## src/inc/sar_pkg.sv

```systemverilog
// Shared constants and types for the successive approximation register
package sar_pkg;
    localparam int RESULT_W = 8;
    localparam logic [2:0] MSB_IDX = 3'h7;
    localparam logic [2:0] LSB_IDX = 3'h0;
    localparam logic [2:0] CASCADE_TAP_IDX = 3'h4;
    localparam logic [7:0] RESULT_RST = 8'h00;
    localparam logic [7:0] RESULT_START = 8'h80;
    localparam logic [3:0] DECISIONS_FULL = 4'h8;
    localparam logic [3:0] DECISIONS_RST = 4'h0;

    typedef enum logic [1:0] {
        ST_IDLE,
        ST_TRIAL,
        ST_DONE
    } sar_state_e;

    typedef struct packed {
        logic startConvert;
        logic compare;
        logic shortenFeed;
        logic masterClear;
    } sar_in_s;

    typedef struct packed {
        logic [7:0] result;
        logic serial;
        logic eoc;
    } sar_out_s;
endpackage : sar_pkg

```

## src/hw/successive_approx_register.sv

```systemverilog
// Eight-bit successive approximation register with serial and parallel result
`timescale 1ns/1ns

module successive_approx_register #(
    // 1: master-clear variant (cascade slave), 0: shorten-feed variant
    parameter bit CASCADE_SLAVE = 1'b0
) (
    input wire logic ref_clk,
    input wire logic rst,
    input wire sar_pkg::sar_in_s ctrlIn,
    output sar_pkg::sar_out_s resultOut
);
    import sar_pkg::*;

    // All inputs are expected synchronous to ref_clk: the start input is
    // often our own end flag looped back, and a synchroniser would break the
    // next-edge restart and the one-decision-per-clock comparator timing.
    sar_state_e state_ff;
    sar_state_e nxt_state;
    logic [2:0] bitIdx_ff;
    logic [2:0] nxt_bitIdx;
    logic [3:0] decisions_ff;
    logic [3:0] nxt_decisions;
    logic startPrev_ff;
    logic clearPrev_ff;
    sar_out_s out_ff;
    sar_out_s nxt_out;
    logic clearActive;
    logic shortenActive;
    logic startEvent;

    assign clearActive = CASCADE_SLAVE && ctrlIn.masterClear;
    assign shortenActive = !CASCADE_SLAVE && ctrlIn.shortenFeed;

    // Rising start, start right after a clear, or recirculation from done.
    // Only the shorten-feed variant recirculates on a held start.
    always_comb begin
        startEvent = ctrlIn.startConvert && (!startPrev_ff ||
            (CASCADE_SLAVE && clearPrev_ff) ||
            (!CASCADE_SLAVE && state_ff == ST_DONE));
    end

    always_comb begin
        nxt_state = state_ff;
        nxt_bitIdx = bitIdx_ff;
        nxt_decisions = decisions_ff;
        nxt_out = out_ff;
        nxt_out.serial = 1'b0;
        if (clearActive) begin
            nxt_state = ST_IDLE;
            nxt_bitIdx = MSB_IDX;
            nxt_decisions = DECISIONS_RST;
            nxt_out.result = RESULT_RST;
            nxt_out.eoc = 1'b0;
        end else if (startEvent) begin
            // Initial period: MSB on trial, serial stays silent
            nxt_state = ST_TRIAL;
            nxt_bitIdx = MSB_IDX;
            nxt_decisions = DECISIONS_RST;
            nxt_out.result = RESULT_START;
            nxt_out.eoc = 1'b0;
        end else begin
            case (state_ff)
                ST_TRIAL: begin
                    nxt_out.result[bitIdx_ff] = ctrlIn.compare;
                    nxt_out.serial = ctrlIn.compare;
                    nxt_decisions = decisions_ff + 4'h1;
                    if (bitIdx_ff == LSB_IDX || shortenActive) begin
                        // Bits below the shorten point stay at zero from the start load
                        // and are to be disregarded by the user.
                        nxt_state = ST_DONE;
                        nxt_out.eoc = 1'b1;
                    end else begin
                        nxt_bitIdx = bitIdx_ff - 3'h1;
                        nxt_out.result[bitIdx_ff - 3'h1] = 1'b1;
                    end
                end
                ST_DONE: begin
                    nxt_out.eoc = 1'b1;
                end
                default: begin
                    nxt_out.eoc = 1'b0;
                end
            endcase
        end
    end

    // Shorten-feed variant leaves reset in done with the end flag high, so a
    // looped-back end flag restarts it at once and it cannot lock up.
    always_ff @(posedge ref_clk) begin
        if (rst) begin
            state_ff <= CASCADE_SLAVE ? ST_IDLE : ST_DONE;
            bitIdx_ff <= MSB_IDX;
            decisions_ff <= DECISIONS_RST;
            startPrev_ff <= 1'b0;
            clearPrev_ff <= 1'b0;
            out_ff.result <= RESULT_RST;
            out_ff.serial <= 1'b0;
            out_ff.eoc <= !CASCADE_SLAVE;
        end else begin
            state_ff <= nxt_state;
            bitIdx_ff <= nxt_bitIdx;
            decisions_ff <= nxt_decisions;
            startPrev_ff <= ctrlIn.startConvert;
            clearPrev_ff <= ctrlIn.masterClear;
            out_ff <= nxt_out;
        end
    end

    assign resultOut = out_ff;
endmodule : successive_approx_register

```

## config.mk

```make
export PLATFORM = sky130hd
export DESIGN_NAME = successive_approx_register
export DESIGN_NICKNAME = d
export VERILOG_FILES = /design/src/inc/sar_pkg.sv /design/src/hw/successive_approx_register.sv
export SDC_FILE = /design/constraint.sdc
export NUM_CORES = 1
export LEC_CHECK = 0
export ABC_AREA = 1
export BUFFER_PORTS_ARGS = -buffer_cell sky130_fd_sc_hd__clkbuf_2
export CORE_MARGIN = 2
export CORE_UTILIZATION = 58
export DETAILED_ROUTE_END_ITERATION = 10
export GPL_ROUTABILITY_DRIVEN = 0
export HOLD_SLACK_MARGIN = 0.15
export PLACE_DENSITY = 0.8
export SYNTH_ARGS = -nofsm -noshare
export SYNTH_HDL_FRONTEND = slang
export SYNTH_SLANG_ARGS = --single-unit
```

## constraint.sdc

```tcl
create_clock -name ref_clk -period 3.5 [get_ports ref_clk]
set_input_delay 0.175 -clock ref_clk [delete_from_list [all_inputs] [get_ports ref_clk]]
set_output_delay 0.175 -clock ref_clk [all_outputs]
set_load 0.02 [all_outputs]
```

# --- Yosys cells after proc, flatten, opt, wreduce, memory -nomap -nowiden ---
# Cells that the tools add are included.
classes:
  n_addsub: 1
  n_lt_le_gt_ge: 4
  eq_ne: 3
  muxes: 14
  bitwise_logic: 3
  n_reduce_logical: 13
ops:
  columns: ["operator", "count"]
  rows:
  - ["2-to-1 mux 8 bit", 2]
  - ["2-to-1 mux 9 bit", 1]
  - ["bitwise mux 8 bit", 1]
  - ["< comparator 3 x 4 -> 1 bit, second input constant", 2]
  - ["OR 8 bit", 1]
  - ["demux 1 bit (select 3 bit)", 2]
  - [">= comparator 3 x 1 -> 1 bit, second input constant", 2]
  - ["2-to-1 mux 2 bit", 3]
  - ["2-to-1 mux 1 bit", 4]
  - ["AND reduction 2 bit", 2]
  - ["nonzero test 2 bit", 2]
  - ["logical AND 1 bit", 3]
  - ["logical NOT 3 bit", 1]
  - ["inequality test 3 bit, second input constant", 1]
  - ["OR reduction 3 bit", 1]
  - ["subtractor 3 x 1 -> 3 bit, second input constant", 1]
  - ["equality test 2 x 1 -> 1 bit, second input constant", 1]
  - ["equality test 2 bit, second input constant", 1]
  - ["logical OR 1 bit", 2]
  - ["inverter 1 bit", 2]
  - ["case mux 1 bit (2 select lines)", 1]
  - ["OR reduction 2 bit", 1]
  - ["logical NOT 1 bit", 1]
totals:
  reg_bits: 16
  inputBits: 6
  output_inout_bits: 10
  elab_cells: 45

# --- Longest topological paths before layout ---
logic_depth:
  depth_word: 9
  ltp_mapped: 10

# --- Least setup slack after synthesis ---
# Ideal clock, no wire load.
synth_timing:
  path_type: "reg-to-reg"
  start: "register bitIdx_ff[1]"
  end: "register out_ff, in the netlist resultOut[7]"
  setup_ps: 117
  arrival_time_ps: 1293
  t_required_ps: 3383
  path_slack_ps: 2090
  stages_incl_launch_ff: 11
  path_buffers: 1
  cell_sequence: "dfxtp_1 -> buf_2 -> inv_2 -> ha_1 -> inv_1 -> nand2_1 -> nand2_4 -> nand2_2 -> nor2_1 -> nor2_1 -> nor2_1"
synth_via:
  elab_chain_len: 7
  elab_cells_between_ends: 16
  classes_between: "add/sub: 1; order compare: 4; mux: 6; bitwise: 1; reduce/logical: 4"
synth_rtl:
  columns: ["item", "line", "text"]
  rows:
  - ["start, declared", "successive_approx_register.sv:20", "logic [2:0] bitIdx_ff;"]
  - ["start signal, assigned", "successive_approx_register.sv:102", "bitIdx_ff <= nxt_bitIdx;"]
  - ["subtractor 3 x 1 -> 3 bit, or another cell as far along", "successive_approx_register.sv:75", "nxt_out.result[bitIdx_ff - 3'h1] = 1'b1;"]
  - ["< comparator 3 x 4 -> 1 bit (not written as such), or another cell as far along", "successive_approx_register.sv:75", null]
  - ["logical AND 1 bit (not written as such) / 2-to-1 mux 1 bit (equally long branches)", "successive_approx_register.sv:75, successive_approx_register.sv:65", null]
  - ["2-to-1 mux 1 bit (not written as such) / demux 1 bit (select 3 bit) (equally long branches)", "successive_approx_register.sv:75, successive_approx_register.sv:65", null]
  - ["demux 1 bit (select 3 bit) / bitwise mux 8 bit (equally long branches)", "successive_approx_register.sv:75, successive_approx_register.sv:65", null]
  - ["OR 8 bit (no source line)", null, null]
  - ["2-to-1 mux 8 bit *", "successive_approx_register.sv:68", "if (bitIdx_ff == LSB_IDX || shortenActive) begin"]
  - ["end signal, assigned", "successive_approx_register.sv:106", "out_ff <= nxt_out;"]
  - ["end, declared", "successive_approx_register.sv:26", "sar_out_s out_ff;"]
# Every way passes the cells marked *; elsewhere a longest branch is shown, timed or not.
# A chain may end at the register's enable or synchronous reset.

# --- Worst setup path after layout ---
layout_timing:
  start: "register bitIdx_ff[0]"
  end: "register out_ff, in the netlist resultOut[7]"
# Same word-level chain as after synthesis.

==> run metrics <==
status complete, no violations; core area 1540 sq um; CTS resizes 0; antenna viol nets, final 0; cell taking the most area after synthesis dfxtp_1; critical-path cell list clkinv_1 > ha_1 > inv_1 > nand2_1 > nand2_4 > nand2_2 > nor2_1 > nor2_1 > nor2_1; vias in the first global route 804; die extent in x 44.8 um; crit path max fanout 11; distinct cell type count after synthesis 22; Critical path origin bitIdx_ff[0]$_SDFFE_PP1P_; critical path required time 3740 ps; Synthesis Warnings 0; Syn Inst Count 142; Comb pwr share 14.3%; RSZ-0062 raised after global routing no; worst setup path endpoint resultOut[7]$_SDFFE_PP0P_; Pint 272 uW; Initial DRC Count 17; CTS root buf clkbuf_4; Crit Path Class flop to flop; initial antenna violation count 0; number of top-level pins 16; Switching Fraction 28.1%; pins over their slew limit 0; DR WL/cell 12.3 um; Setup Fix Bufs, Post-CTS 0; share of the yosys chip area belonging to registers 33.1%; DRC viols 0; post-route design area 1060 sq um; Layout Cells excl Fill 171; dpl cell area 1000 sq um; Pre-antenna DRT Iters 4; endpoints failing setup 0; syn_area_per_cell 6.81 sq um; FF-to-FF Start bitIdx_ff[0]$_SDFFE_PP1P_; Clk pwr share 34.0%; Clk pin slew, worst setup/hold paths 100 ps; Static Leak 0.000503 uW; EDFF count, synth 0; WP data arrival 2260 ps; HP Class primary input to flop; die footprint 2010 sq um; Tcrit/Tclk final 57.5%; Critical Path End Type flop; routed via count 971; first-pass GRT wire length 3.42 mm; Remaining Overflow, GRT 0; Critical Path Start Type flop; largest net degree at the start of global routing 20; Num Clock Sinks 16; Setup TNS Final 0 ps; cell mode on critical path nor2_1; synthesized flop and latch total 16; clock latency reported for the late side of the worst-skew pair 300 ps; reg-to-reg slack, setup 1490 ps; final-stage net count 166; synthesis-to-finish area growth 9.44%; relative slew slack 57.9%; overall routing resource usage 22.9%; slowest stage cell, crit path dfxtp_1; largest stage delay on the critical path 570 ps; CTS buffer count 3; Max Clock Skew 3.98 ps; maxcap violations 0; initial core utilization 62.7%; RR Endpoint resultOut[7]$_SDFFE_PP0P_; Slew @ Worst Pin 631 ps; DP Worst Slack 1530 ps; Setup WS post-layout 1490 ps; Synth area leaders dfxtp_1 (33%), nor2_1 (11%), nand3_1 (10%); NetSw 106 uW; Flop pwr share 51.7%; layout cells sized above 1 16.8%; Cells after DPL 165; Post-synth ARST share 0%; Post-DP HPWL 1.48 mm; top-area cell type share of the netlist area 33.1%; CTS tree built; Hold Crit Depth 3; worst r2r path cells 9; # hold bufs at CTS 2; Hold Vio Cnt, Final 0; H-tree depth 1; syn_nets 152; Main synth FF type dfxtp_1; clk buf depth 2; Tmin final 2010 ps; Chip Height 44.8 um; Peak VDD IR 0.280 mV; port bufs 14; Post-Syn Area 967 sq um; row count 14; Power Density 358 nW/um^2; fmax 496 MHz; antenna cell count 0; vias per cell 5.68; final WL 2.10 mm
[cell usage in the layout (no fill, tap or decap), drive strengths merged, types with 3 or more instances in the layout]
| master | n |
|---|---|
| ha | 4 |
| nand3 | 21 |
| a21oi | 3 |
| clkbuf | 18 |
| nor2 | 28 |
| inv | 13 |
| nand2 | 30 |
| dfxtp | 16 |
| o21ai | 9 |
| nand4 | 8 |
[metrics by stage]
step | hold slack (ps) | power [uW] | util, %
after global routing | 233 | 395 | 68.7
final | 215 | 379 | 68.7
after CTS | 218 | 380 | 68.7
after detailed placement | 369 | 252 | 65.0
after global placement | 362 | 250 | 65.0
after floorplan | 244 | 239 | -
[worst max-delay path, delay by kind of cell, from the launching register on]
family | cells | cell delay, ps
and+or+nand+nor | 6 | 520
buffers and inverters | 2 | 470
adders and majority gates | 1 | 400
DFF | 1 | 570
[cell families (layout without fill, tap and decap cells)]
group,after synthesis,count (layout),share of synthesized area (%)
DFF,16,16,33.1
adders and majority gates,4,4,5.17
AOI/OAI and AO/OA,14,14,7.76
and+or+nand+nor,87,87,42.3
buffers and inverters,21,34,11.6
[how the worst min path moves through the flow]
| stage | startpoint | end | slack [ps] |
|---|---|---|---|
| final | ctrlIn[2] | resultOut[1]$_SDFF_PP0_ | 220 |
| after global routing | ctrlIn[2] | resultOut[1]$_SDFF_PP0_ | 230 |
| after CTS | ctrlIn[2] | resultOut[1]$_SDFF_PP0_ | 220 |
| after detailed placement | rst | state_ff[0]$_SDFFE_PP0P_ | 370 |
| after global placement | rst | state_ff[0]$_SDFFE_PP0P_ | 360 |
| after floorplan | rst | state_ff[0]$_SDFFE_PP0P_ | 240 |
[cells in the mapped netlist (2+ instances only)]
library cell and count:
nor2_1 28, nand2_1 25, nand3_1 20, dfxtp_1 16, inv_1 11, nand4_1 8, o21ai_0 8, buf_2 4
ha_1 4, a21oi_1 3, nand2_2 3, o211ai_1 2
[power by group through the flow]
| stage | registers, uW | clock network (uW) | logic [uW] |
|---|---|---|---|
| final | 196 | 129 | 54.0 |
| after global routing | 197 | 137 | 61.2 |
| after CTS | 196 | 130 | 54.0 |
| after detailed placement | 200 | 0 | 51.7 |
| after global placement | 199 | 0 | 50.6 |
| after floorplan | 204 | 0 | 35.0 |
[flip-flops by register name, summed over array words and instances (netlist names)]
signal        cells
startPrev_ff      1
state_ff          2
resultOut        10
bitIdx_ff         3
[cell type report]
class                   instances  area (sq um)
fillers                       146           483
flip-flops and latches         16           320
repair buffers                 16          90.1
inverters                      14          57.6
well taps                      16          20.0
clock buffers                   4          36.3
multi-input cells             105           534
[metal layers]
metal	track usage, %	share of wire, %
met3	2.40	4.3
met2	37.7	47
met4	8.82	1.9
met5	0	0
met1	30.9	47
Power figures use the tool's default switching activity.
